File: config.mk
export PLATFORM = sky130hd
export DESIGN_NAME = flash_frame_device_flat
export DESIGN_NICKNAME = d
export VERILOG_FILES = /design/src/core/flash_frame_pkg.sv /design/src/core/flash_link_if.sv /design/src/core/flash_frame_device.sv /design/src/flat_wrapper.sv
export SDC_FILE = /design/constraint.sdc
export NUM_CORES = 1
export LEC_CHECK = 0
export ABC_AREA = 1
export BUFFER_PORTS_ARGS = -buffer_cell sky130_fd_sc_hd__buf_2
export CAP_MARGIN = 20
export CORE_MARGIN = 4
export CORE_UTILIZATION = 30
export CTS_CLUSTER_DIAMETER = 150
export DETAILED_ROUTE_END_ITERATION = 8
export GPL_TIMING_DRIVEN = 0
export PLACE_DENSITY_LB_ADDON = 0.05
export SETUP_SLACK_MARGIN = 0.5
export SYNTH_ARGS = -nofsm -noshare
export SYNTH_HDL_FRONTEND = slang
export SYNTH_SLANG_ARGS = --single-unit
File: constraint.sdc
create_clock -name core_clk -period 2.5 [get_ports core_clk]
set_clock_uncertainty 0.2 [all_clocks]
set_input_delay 0.5 -clock core_clk [delete_from_list [all_inputs] [get_ports core_clk]]
set_output_delay 0.5 -clock core_clk [all_outputs]
set_load 0.005 [all_outputs]
File: src/core/flash_frame_pkg.sv
// shared constants for the serial flash command framing link
package flash_frame_pkg;
    localparam int unsigned CLK_HZ                 = 20_000_000;
    localparam int unsigned SELECT_AFTER_SUPPLY_US = 70;
    localparam int unsigned WRITE_AFTER_POR_MS     = 20;
    localparam int unsigned SELECT_AFTER_SUPPLY_CYC = (SELECT_AFTER_SUPPLY_US * (CLK_HZ / 1_000_000));
    localparam int unsigned WRITE_AFTER_POR_CYC     = (WRITE_AFTER_POR_MS * (CLK_HZ / 1_000));
    localparam int unsigned BYTE_BITS   = 8;
    localparam int unsigned ADDR_BYTES  = 3;
    localparam int unsigned ADDR_BITS   = 24;
    localparam int unsigned PAGE_BITS   = 12;
    localparam int unsigned OFFSET_BITS = 10;
    localparam int unsigned PAGE_LSB    = 10;
    localparam int unsigned RSVD_BITS   = 2;
    localparam logic [7:0] OP_READ_ARRAY  = 8'h03;
    localparam logic [7:0] OP_FAST_READ   = 8'h0B;
    localparam logic [7:0] OP_MAIN_READ   = 8'hD2;
    localparam logic [7:0] OP_BUF1_FAST   = 8'hD4;
    localparam logic [7:0] OP_BUF2_FAST   = 8'hD6;
    localparam logic [7:0] OP_LEGACY_READ = 8'hE8;
    localparam logic [7:0] OP_READ_ID     = 8'h9F;
    localparam logic [7:0] OP_RESUME      = 8'hB9;
    localparam logic [7:0] OP_WAKE        = 8'hAB;
    localparam logic [7:0] OP_STATUS      = 8'hD7;
    localparam logic [7:0] OP_SEC_READ    = 8'h77;
    localparam logic [7:0] OP_BUF1_WRITE  = 8'h84;
    localparam logic [7:0] OP_BUF2_WRITE  = 8'h87;
    localparam logic [7:0] OP_BUF1_READ   = 8'hD1;
    localparam logic [7:0] OP_BUF2_READ   = 8'hD3;
    localparam logic [7:0] OP_BUF1_PROG   = 8'h83;
    localparam logic [7:0] OP_BUF2_PROG   = 8'h86;
    localparam logic [7:0] OP_BUF1_PROGN  = 8'h88;
    localparam logic [7:0] OP_BUF2_PROGN  = 8'h89;
    localparam logic [7:0] OP_PAGE_ERASE  = 8'h81;
    localparam logic [7:0] OP_VIA_BUF1    = 8'h82;
    localparam logic [7:0] OP_VIA_BUF2    = 8'h85;
    localparam logic [7:0] OP_BLOCK_ERASE = 8'h50;
    localparam logic [7:0] OP_SECT_ERASE  = 8'h7C;
    localparam logic [2:0] EXTRA_NONE = 3'h0;
    localparam logic [2:0] EXTRA_ONE  = 3'h1;
    localparam logic [2:0] EXTRA_FOUR = 3'h4;
    localparam logic [7:0] DUMMY_BYTE = 8'h00;

    // trailing don't-care bytes per opcode
    function automatic logic [2:0] extra_bytes(input logic [7:0] op);
        if (op == OP_FAST_READ || op == OP_BUF1_FAST || op == OP_BUF2_FAST) begin
            return EXTRA_ONE;
        end else if (op == OP_MAIN_READ || op == OP_LEGACY_READ) begin
            return EXTRA_FOUR;
        end
        return EXTRA_NONE;
    endfunction

    // opcodes that are framed as a lone byte
    function automatic logic opcode_only(input logic [7:0] op);
        return (op == OP_READ_ID) || (op == OP_RESUME) || (op == OP_WAKE) || (op == OP_STATUS);
    endfunction

    // program and erase class, held off after power-on
    function automatic logic is_write_op(input logic [7:0] op);
        return (op == OP_BUF1_PROG) || (op == OP_BUF2_PROG) || (op == OP_BUF1_PROGN)
            || (op == OP_BUF2_PROGN) || (op == OP_PAGE_ERASE) || (op == OP_VIA_BUF1)
            || (op == OP_VIA_BUF2) || (op == OP_BLOCK_ERASE) || (op == OP_SECT_ERASE);
    endfunction

    // page field used by the opcode
    function automatic logic uses_page(input logic [7:0] op);
        return !(op == OP_SEC_READ || op == OP_BUF1_WRITE || op == OP_BUF2_WRITE
            || op == OP_BUF1_READ || op == OP_BUF2_READ || op == OP_BUF1_FAST || op == OP_BUF2_FAST);
    endfunction

    // offset field used by the opcode
    function automatic logic uses_offset(input logic [7:0] op);
        return (op == OP_READ_ARRAY) || (op == OP_FAST_READ) || (op == OP_VIA_BUF1)
            || (op == OP_VIA_BUF2) || (op == OP_BUF1_WRITE) || (op == OP_BUF2_WRITE)
            || (op == OP_BUF1_READ) || (op == OP_BUF2_READ) || (op == OP_BUF1_FAST)
            || (op == OP_BUF2_FAST) || (op == OP_MAIN_READ) || (op == OP_LEGACY_READ);
    endfunction

    typedef enum logic [2:0] {
        ST_IDLE   = 3'h0,
        ST_OPCODE = 3'h1,
        ST_ADDR   = 3'h3,
        ST_EXTRA  = 3'h2,
        ST_DONE   = 3'h6
    } frame_state_t;
endpackage : flash_frame_pkg

File: src/core/flash_link_if.sv
// serial link wires between host controller and flash front end
`timescale 1ns/10ps
`default_nettype none
interface flash_link_if;
    logic cs_n;
    logic sck;
    logic si;
    logic so;
    logic so_oe;
    modport host (output cs_n, output sck, output si, input so, input so_oe);
    modport device (input cs_n, input sck, input si, output so, output so_oe);
endinterface : flash_link_if
`default_nettype wire

File: src/core/flash_frame_device.sv
// flash front end: power-on hold, mode sampling and command framing
`timescale 1ns/10ps
`default_nettype none
module flash_frame_device
    import flash_frame_pkg::*;
#(
    parameter int unsigned WRITE_HOLD_CYC = WRITE_AFTER_POR_CYC
) (
    input  wire logic                   core_clk,
    input  wire logic                   rst_n,
    flash_link_if.device                link,
    output var  logic                   cmd_valid,
    output var  logic [7:0]             cmd_opcode,
    output var  logic [PAGE_BITS-1:0]   cmd_page,
    output var  logic [OFFSET_BITS-1:0] cmd_offset,
    output var  logic                   cmd_refused,
    output var  logic                   mode3,
    output var  logic                   standby,
    output var  logic                   write_ready
);
    logic [1:0]             cs_sync;
    logic [1:0]             sck_sync;
    logic [1:0]             si_sync;
    logic                   cs_q;
    logic                   sck_q;
    logic                   armed;
    frame_state_t           state;
    logic [2:0]             bit_cnt;
    logic [1:0]             byte_cnt;
    logic [7:0]             shift;
    logic [ADDR_BITS-1:0]   addr;
    logic [2:0]             extra_left;
    logic [22:0]            hold_cnt;
    logic                   cs_fall;
    logic                   sck_rise;
    logic [7:0]             next_byte;
    logic                   byte_done;
    logic [PAGE_BITS-1:0]   page_raw;
    logic [PAGE_BITS-1:0]   page_mask;

    localparam logic [PAGE_BITS-1:0] BLOCK_PAGE_MASK = 12'hFF8;
    localparam logic [PAGE_BITS-1:0] SECT_PAGE_MASK  = 12'hF00;

    // synchronisers: link pins are outside the core clock domain
    // select chain resets low: a select already low at release shows no falling edge
    always_ff @(posedge core_clk or negedge rst_n) begin
        if (!rst_n) begin
            cs_sync  <= 2'h0;
            sck_sync <= 2'h3;
            si_sync  <= 2'h0;
            cs_q     <= 1'h0;
            sck_q    <= 1'h1;
        end else begin
            cs_sync  <= {cs_sync[0], link.cs_n};
            sck_sync <= {sck_sync[0], link.sck};
            si_sync  <= {si_sync[0], link.si};
            cs_q     <= cs_sync[1];
            sck_q    <= sck_sync[1];
        end
    end

    assign cs_fall   = cs_q && !cs_sync[1];
    assign sck_rise  = !sck_q && sck_sync[1] && !cs_sync[1];
    assign next_byte = {shift[6:0], si_sync[1]};
    assign byte_done = sck_rise && (bit_cnt == 3'h7);

    // block and sector erase ignore their low page bits
    assign page_raw  = (state == ST_ADDR) ? addr[PAGE_LSB+PAGE_BITS-BYTE_BITS-1:PAGE_LSB-BYTE_BITS]
        : addr[PAGE_LSB+PAGE_BITS-1:PAGE_LSB];
    assign page_mask = (cmd_opcode == OP_BLOCK_ERASE) ? BLOCK_PAGE_MASK
        : ((cmd_opcode == OP_SECT_ERASE) ? SECT_PAGE_MASK : '1);

    // output never driven: read data lies outside this front end
    always_ff @(posedge core_clk or negedge rst_n) begin
        if (!rst_n) begin
            link.so    <= 1'h0;
            link.so_oe <= 1'h0;
        end else begin
            link.so    <= 1'h0;
            link.so_oe <= 1'h0;
        end
    end

    // mode defaults to 3, then follows the idle clock at each select
    always_ff @(posedge core_clk or negedge rst_n) begin
        if (!rst_n) begin
            mode3 <= 1'h1;
        end else if (cs_fall) begin
            mode3 <= sck_q;
        end
    end

    // write hold-off counter; a saturating count avoids a wrap back to refusal
    always_ff @(posedge core_clk or negedge rst_n) begin
        if (!rst_n) begin
            hold_cnt    <= '0;
            write_ready <= 1'h0;
        end else if (hold_cnt < 23'(WRITE_HOLD_CYC)) begin
            hold_cnt    <= hold_cnt + 23'h1;
        end else begin
            write_ready <= 1'h1;
        end
    end

    // a select already low when reset releases is not a command
    always_ff @(posedge core_clk or negedge rst_n) begin
        if (!rst_n) begin
            armed   <= 1'h0;
            standby <= 1'h0;
        end else begin
            standby <= 1'h1;
            if (cs_fall) begin
                armed <= 1'h1;
            end
        end
    end

    // framing state machine
    always_ff @(posedge core_clk or negedge rst_n) begin
        if (!rst_n) begin
            state      <= ST_IDLE;
            bit_cnt    <= 3'h0;
            byte_cnt   <= 2'h0;
            shift      <= 8'h00;
            addr       <= '0;
            extra_left <= EXTRA_NONE;
            cmd_opcode <= 8'h00;
        end else if (cs_sync[1] || !armed) begin
            state   <= ST_IDLE;
            bit_cnt <= 3'h0;
            if (cs_fall) begin
                state <= ST_OPCODE;
            end
        end else begin
            if (sck_rise) begin
                shift   <= next_byte;
                bit_cnt <= bit_cnt + 3'h1;
            end
            unique case (state)
                ST_IDLE: begin
                    if (cs_fall) begin
                        state <= ST_OPCODE;
                    end
                end
                ST_OPCODE: begin
                    if (byte_done) begin
                        cmd_opcode <= next_byte;
                        byte_cnt   <= 2'h0;
                        extra_left <= extra_bytes(next_byte);
                        state      <= opcode_only(next_byte) ? ST_DONE : ST_ADDR;
                    end
                end
                ST_ADDR: begin
                    if (byte_done) begin
                        addr     <= {addr[ADDR_BITS-BYTE_BITS-1:0], next_byte};
                        byte_cnt <= byte_cnt + 2'h1;
                        if (byte_cnt == 2'(ADDR_BYTES - 1)) begin
                            state <= (extra_left == EXTRA_NONE) ? ST_DONE : ST_EXTRA;
                        end
                    end
                end
                ST_EXTRA: begin
                    if (byte_done) begin
                        extra_left <= extra_left - 3'h1;
                        if (extra_left == EXTRA_ONE) begin
                            state <= ST_DONE;
                        end
                    end
                end
                ST_DONE: begin
                    state <= ST_DONE;
                end
            endcase
        end
    end

    // one pulse per framed command; unused fields read zero
    always_ff @(posedge core_clk or negedge rst_n) begin
        if (!rst_n) begin
            cmd_valid   <= 1'h0;
            cmd_refused <= 1'h0;
            cmd_page    <= '0;
            cmd_offset  <= '0;
        end else begin
            cmd_valid   <= 1'h0;
            cmd_refused <= 1'h0;
            if (state != ST_DONE && !cs_sync[1] && armed && byte_done && ((state == ST_OPCODE
                    && opcode_only(next_byte)) || (state == ST_ADDR && byte_cnt == 2'(ADDR_BYTES - 1)
                    && extra_left == EXTRA_NONE) || (state == ST_EXTRA && extra_left == EXTRA_ONE))) begin
                if (is_write_op(cmd_opcode) && !write_ready && state != ST_OPCODE) begin
                    cmd_refused <= 1'h1;
                end else begin
                    cmd_valid <= 1'h1;
                end
                if (state == ST_OPCODE) begin
                    cmd_page   <= '0;
                    cmd_offset <= '0;
                end else begin
                    // reserved bits dropped; unused fields masked
                    cmd_page   <= uses_page(cmd_opcode) ? (page_raw & page_mask) : '0;
                    cmd_offset <= uses_offset(cmd_opcode) ? ((state == ST_ADDR)
                        ? {addr[PAGE_LSB-BYTE_BITS-1:0], next_byte}
                        : addr[OFFSET_BITS-1:0]) : '0;
                end
            end
        end
    end
endmodule : flash_frame_device
`default_nettype wire

File: src/flat_wrapper.sv
// flat-port wrapper written by rule: the top's interface ports become plain ports
module flash_frame_device_flat import flash_frame_pkg::*;
#(
    parameter int unsigned WRITE_HOLD_CYC = WRITE_AFTER_POR_CYC
)
  (core_clk, rst_n, cmd_valid, cmd_opcode, cmd_page, cmd_offset, cmd_refused, mode3, standby, write_ready, link_cs_n, link_sck, link_si, link_so, link_so_oe);
  flash_link_if link_i ();
  input  wire logic core_clk;
  input  wire logic rst_n;
  output var  logic cmd_valid;
  output var  logic [7:0] cmd_opcode;
  output var  logic [PAGE_BITS-1:0] cmd_page;
  output var  logic [OFFSET_BITS-1:0] cmd_offset;
  output var  logic cmd_refused;
  output var  logic mode3;
  output var  logic standby;
  output var  logic write_ready;
  input wire logic [$bits(link_i.cs_n)-1:0] link_cs_n;
  input wire logic [$bits(link_i.sck)-1:0] link_sck;
  input wire logic [$bits(link_i.si)-1:0] link_si;
  output wire logic [$bits(link_i.so)-1:0] link_so;
  output wire logic [$bits(link_i.so_oe)-1:0] link_so_oe;
  assign link_i.cs_n = link_cs_n;
  assign link_i.sck = link_sck;
  assign link_i.si = link_si;
  assign link_so = link_i.so;
  assign link_so_oe = link_i.so_oe;
  flash_frame_device #(.WRITE_HOLD_CYC(WRITE_HOLD_CYC)) u_core (.core_clk(core_clk), .rst_n(rst_n), .link(link_i), .cmd_valid(cmd_valid), .cmd_opcode(cmd_opcode), .cmd_page(cmd_page), .cmd_offset(cmd_offset), .cmd_refused(cmd_refused), .mode3(mode3), .standby(standby), .write_ready(write_ready));
endmodule
Word-level counts from Yosys, hierarchy flattened

Cells that the tools add are included.

Register bits: 107
Input bits: 5
Output and inout bits: 37

$add $sub $neg: 4
Order comparisons: 1
Eq/ne operators: 47
Multiplexer cells: 39
Bitwise logic cells: 2
Reductions and logical operators: 63

Operators by type and width:

| operator                | count |
|---|---|
| $eq A8 B8 Y1 const B    | 23 |
| $mux W12                | 4 |
| $mux W3                 | 16 |
| $logic_or A1 B1 Y1      | 34 |
| $mux W10                | 3 |
| $eq A8 B7 Y1 const B    | 3 |
| $add A23 B1 Y23 const B | 1 |
| $lt A23 B19 Y1 const B  | 1 |
| $eq A8 B4 Y1 const B    | 2 |
| $ne A3 B1 Y1 const B    | 5 |
| $pmux W3 S5             | 1 |
| $logic_and A1 B1 Y1     | 14 |
| $and A12 B12 Y12        | 1 |
| $mux W1                 | 10 |
| $eq A8 B2 Y1 const B    | 1 |
| $mux W8                 | 1 |
| $reduce_and A4 Y1       | 2 |
| $eq A3 B1 Y1 const B    | 2 |
| $eq A3 B2 Y1 const B    | 2 |
| $eq A3 B3 Y1 const B    | 2 |
| $logic_not A3 Y1        | 2 |
| $ne A2 B1 Y1 const B    | 3 |
| $ne A3 B2 Y1 const B    | 2 |
| $pmux W3 S2             | 1 |
| other kinds (13)        | 20 |

Depth between registers and ports, before layout

Depth after elaboration: 14
Gate-level depth with buffers: 12

Worst setup path before layout

No wires, ideal clock.

Path kind: reg2reg
Start point: register u_core.sck_sync[1]
End point: register u_core.cmd_page[6]
Arrival time: 1,486 ps
Data required time: 2,183 ps
Setup slack: 698 ps
Stages on the path, launching flop included: 11
Path buffers: 1
Period minus slack after synthesis: 1,802 ps
Cells stage by stage: dfstp_2 > nand2_1 > inv_1 > nand2_2 > nor2_4 > o21ai_2 > inv_2 > nand2_4 > buf_6 > nand2_1 > nand2_1

Word-level cells in the longest chain between the ends: 5

RTL lines:

| what                              | RTL line                  | text |
|---|---|---|
| start, declared                   | flash_frame_device.sv:22  | `logic [1:0] sck_sync;` |
| start signal, assigned            | flash_frame_device.sv:55  | `sck_sync <= {sck_sync[0], link.sck};` |
| $logic_and A1 B1 Y1 (2 in series) | flash_frame_device.sv:63  | `assign sck_rise = !sck_q && sck_sync[1] && !cs_sync[1];` |
| $logic_and A1 B1 Y1               | flash_frame_device.sv:65  | `assign byte_done = sck_rise && (bit_cnt == 3'h7);` |
| $logic_and A1 B1 Y1 (2 in series) | flash_frame_device.sv:187 | `if (state != ST_DONE && !cs_sync[1] && armed && byte_done && ((state == ST_OPCODE` |
| end signal, assigned              | flash_frame_device.sv:200 | `cmd_page <= uses_page(cmd_opcode) ? (page_raw & page_mask) : '0;` |
| end, declared                     | flash_frame_device.sv:14  | `output var logic [PAGE_BITS-1:0] cmd_page,` |

No other way between the ends.
A chain may end at the register's enable or synchronous reset.

Final worst setup path

Start point: register u_core.sck_sync[1]
End point: register u_core.cmd_offset[2]

Word-level cells in the longest chain between the ends: 5

RTL lines:

| what                              | RTL line                  | text |
|---|---|---|
| $logic_and A1 B1 Y1 (2 in series) | flash_frame_device.sv:63  |  |
| $logic_and A1 B1 Y1               | flash_frame_device.sv:65  |  |
| $logic_and A1 B1 Y1 (2 in series) | flash_frame_device.sv:187 |  |
| end signal, assigned              | flash_frame_device.sv:201 | `cmd_offset <= uses_offset(cmd_opcode) ? ((state == ST_ADDR)` |
| end, declared                     | flash_frame_device.sv:15  | `output var logic [OFFSET_BITS-1:0] cmd_offset,` |

No other way between the ends.

==> summary.md <==
| Metric | Value |
|---|---|
| Critical path's top delay family | `flip-flops` |
| Synth warn | `0` |
| DIE HEIGHT | `142 µm` |
| Register area share after synthesis | `49.7%` |
| CTS H-tree depth | `3` |
| Dpl hpwl | `10.0 mm` |
| Met3 Use GR | `3.46%` |
| Core area | `17500 µm²` |
| VDD IR max | `354 µV` |
| Post-route DRC violation count | `0` |
| Register share of total power | `50.5%` |
| Most common cell after layout, fill and taps aside | `nand2_1` |
| Critical Path RT | `2.60 ns` |
| Sw Share | `28.5%` |
| Initial antenna violation count | `0` |
| CP most frequent cell | `nand2_1` |
| Met2 usage | `24.5%` |
| Pwr dens | `560 nW/µm²` |
| Vias per inst | `4.56` |
| Post-DR wirelength/cell | `14.0 µm` |
| Clk sink count | `107` |
| First-pass GRT wire length | `22.9 mm` |
| DRT iter0 DRCs | `185` |
| Root Driver | `clkbuf_16` |
| Crit end category | `flip-flop` |
| P_leak | `3.08 nW` |
| Final WL | `13.7 mm` |
| Worst-skew pair later-pin latency | `0.36 ns` |
| Initial Util | `30.9%` |
| Top cells by area, synth | `dfrtp_1 48%, nand2_1 14%, o21ai_0 6.7%` |
| HP Start | `link_sck` |
| Post-Syn Instances | `676` |
| RSZ-0062 raised after global routing | `yes` |
| Fin crit share | `74.8%` |
| Share of layout cells above drive strength 1 | `20.1%` |
| Final Critical Period | `1.87 ns` |
| GR Util All Layers | `14.2%` |
| Width of the die | `142 µm` |
| Crit path kind | `flip-flop to flip-flop` |
| CTS Buf Count | `9` |
| Most frequent cells in the layout | `197 x nand2_1, 99 x dfrtp_1, 71 x o21ai_0` |
| Achievable clock frequency | `535 MHz` |
| Fin. Hold Viols | `0` |
| Clock group share of total power | `37.9%` |
| Placed cell areas | `5910 µm²` |
| Post-Layout Inst Area | `6490 µm²` |
| Clock transition at path regs | `0.07 ns` |
| Num rows | `48` |
| Internal power | `2.60 mW` |
| Synthesized area | `5390 µm²` |
| Via count | `4458` |
| Post-Syn Area per Cell | `7.98 µm²` |
| Crit-path max cell delay | `0.54 ns` |
| Synth Register Bits | `107` |
| GR Overflow Total | `0` |
| NetSw | `1.03 mW` |
| Largest area contributor in the netlist | `dfrtp_1` |
| Die area | `20200 µm²` |
| Critical R2R Launch | `u_core.sck_sync[1]$_DFF_PN1_` |
| Pre-antenna DRT Iters | `4` |
| Pwr Total | `3.63 mW` |
| GR met1 Demand/Resource | `18.1%` |
| Final setup viols | `0` |
| Synth cell types | `35` |
| Status | `finished, final reports clean` |
| Maxcap violations | `0` |
| Critical Path AT | `1.97 ns` |
| Slowest stage cell, crit path | `dfstp_2` |
| Busiest grt layer | `met2` |
| TritonCTS clock tree | `yes` |
| Worst setup SP type | `flip-flop` |
| Final #Nets | `759` |
| N_diodes | `0` |
| Io pins | `42` |
| Worst setup path startpoint | `u_core.sck_sync[1]$_DFF_PN1_` |
| GPL Wtd Cong | `0.804` |
| Critical path fanouts, max | `10` |
| Worst hold path class | `input pin to flip-flop` |
| Slew Viols, Final | `0` |
| Clk buf depth | `2` |
| Vias in the first global route | `4473` |
| Detail Route Antenna Nets | `0` |
| Comb power frac | `11.6%` |
| Synth top area share | `47.8%` |
| Largest net degree at the start of global routing | `72` |
| Area grow syn2layout | `20.3%` |
| CP bufs+invs | `2` |
| I/O Buffers | `39` |
| CP cell instances | `nand2_2 > inv_2 > nand2_4 > nor2_4 > o21ai_4 > a21oi_4 > buf_6 > nand2_1 > nand2_1` |
synth_stat cells:
master	number
nand2_1	202
dfrtp_1	103
o21ai_0	72
inv_1	70
nor2_1	51
nand3_1	38
a21oi_1	12
clkbuf_1	12
a21boi_0	11
o22ai_1	11
nand2_2	10
xor2_1	9
ha_1	7
nand4_1	7
nor3_1	7
buf_2	6
xnor2_1	6
inv_2	5
dfstp_2	4
nor2_2	4
buf_6	3
nand2_4	3
nor2_4	3
nor4_1	3
a21oi_4	2
buf_4	2
conb_1	2
nand3_2	2
nand3b_1	2
o31ai_1	2
and2_1	1
clkinv_2	1
o21ai_1	1
o21ai_2	1
or2_2	1
power by group through the flow:
stage	clock network (mW)	registers, mW	logic [mW]
4_1_cts	1.45	1.83	0.394
2_1_floorplan	0	1.85	0.215
3_5_place_dp	0	1.86	0.360
5_1_grt	1.52	1.84	0.472
6_report	1.37	1.83	0.423
3_3_place_gp	0	1.86	0.351
flip-flops by register name, indices dropped and copies added, names as in the netlist, 2 cells and up:
signal and count:
u_core.hold_cnt 23, u_core.addr 22, u_core.cmd_page 12, u_core.cmd_offset 10, u_core.cmd_opcode 8, u_core.shift 7, u_core.bit_cnt 3, u_core.extra_left 3
u_core.state 3, u_core.byte_cnt 2, u_core.cs_sync 2, u_core.sck_sync 2, u_core.si_sync 2
worst reg2reg max path, cell delays in order, from the launching register on:
cell     delay [ns]
dfstp_2        0.54
nand2_2        0.08
inv_2          0.10
nand2_4        0.07
nor2_4         0.21
o21ai_4        0.14
a21oi_4        0.19
buf_6          0.16
nand2_1        0.07
nand2_1        0.06
repair_timing:
action	4_1_cts	5_1_grt
hold buffers	1	0
buffers inserted	8	10
pin swaps	2	4
resized for setup	19	36
hold endpoints to repair	32	0
setup endpoints to repair	55	70
metal layers:
layer	wire, µm	up-vias
met2	6740	52
met4	149	0
met1	6300	2099
met3	464	14
met5	0	-
li1	-	2293
final cells by class:
cell class                      instances  area [µm²]
Clock buffer                            9         225
Timing Repair Buffer                   59         399
Inverter                               76         294
Sequential cell                       107        2690
Buffer                                 23         154
Multi-Input combinational cell        471        2390
Fill cell                            1827       11000
Clock inverter                          7        51.3
Tap cell                              225         282
kinds of logic after synthesis:
kind of cell	after synthesis	share of synthesized area, %
AO/OA/AOI/OAI	112	11.7
XOR/XNOR	15	2.44
adder cells (fa/ha/maj)	7	1.62
buffers and inverters	99	7.61
flip-flops	107	49.7
other	2	0.139
AND/OR/NAND/NOR	334	26.7
through the flow:
| step | std cells | util [%] | worst slack [ns] | TNS, ns | hold slack (ns) |
|---|---|---|---|---|---|
| after floorplan | 677 | - | 0.698 | 0 | 0.00441 |
| after global placement | 941 | 33.6 | -0.633 | -64.48 | 0.134 |
| after detailed placement | 942 | 33.8 | 0.257 | 0 | 0.135 |
| after CTS | 967 | 36.2 | 0.488 | 0 | 0.0181 |
| after global routing | 977 | 37.1 | 0.476 | 0 | 0.0135 |
| final | 977 | 37.1 | 0.630 | 0 | 0.0381 |
path summary, 6_finish.rpt:
kind	endpoint	cells after the start	slack (ns)
max reg2reg	u_core.cmd_offset[2]$_DFFE_PN0P_	9	0.63
min in group asynchronous	u_core.cmd_opcode[7]$_DFFE_PN0P_	2	0.41
max	u_core.cmd_offset[2]$_DFFE_PN0P_	9	0.63
max in group asynchronous	u_core.cmd_page[0]$_DFFE_PN0P_	3	1.00
min	u_core.sck_sync[0]$_DFF_PN1_	1	0.04
min reg2reg	u_core.si_sync[1]$_DFF_PN0_	0	0.15
(Power assumes the default switching activity.)
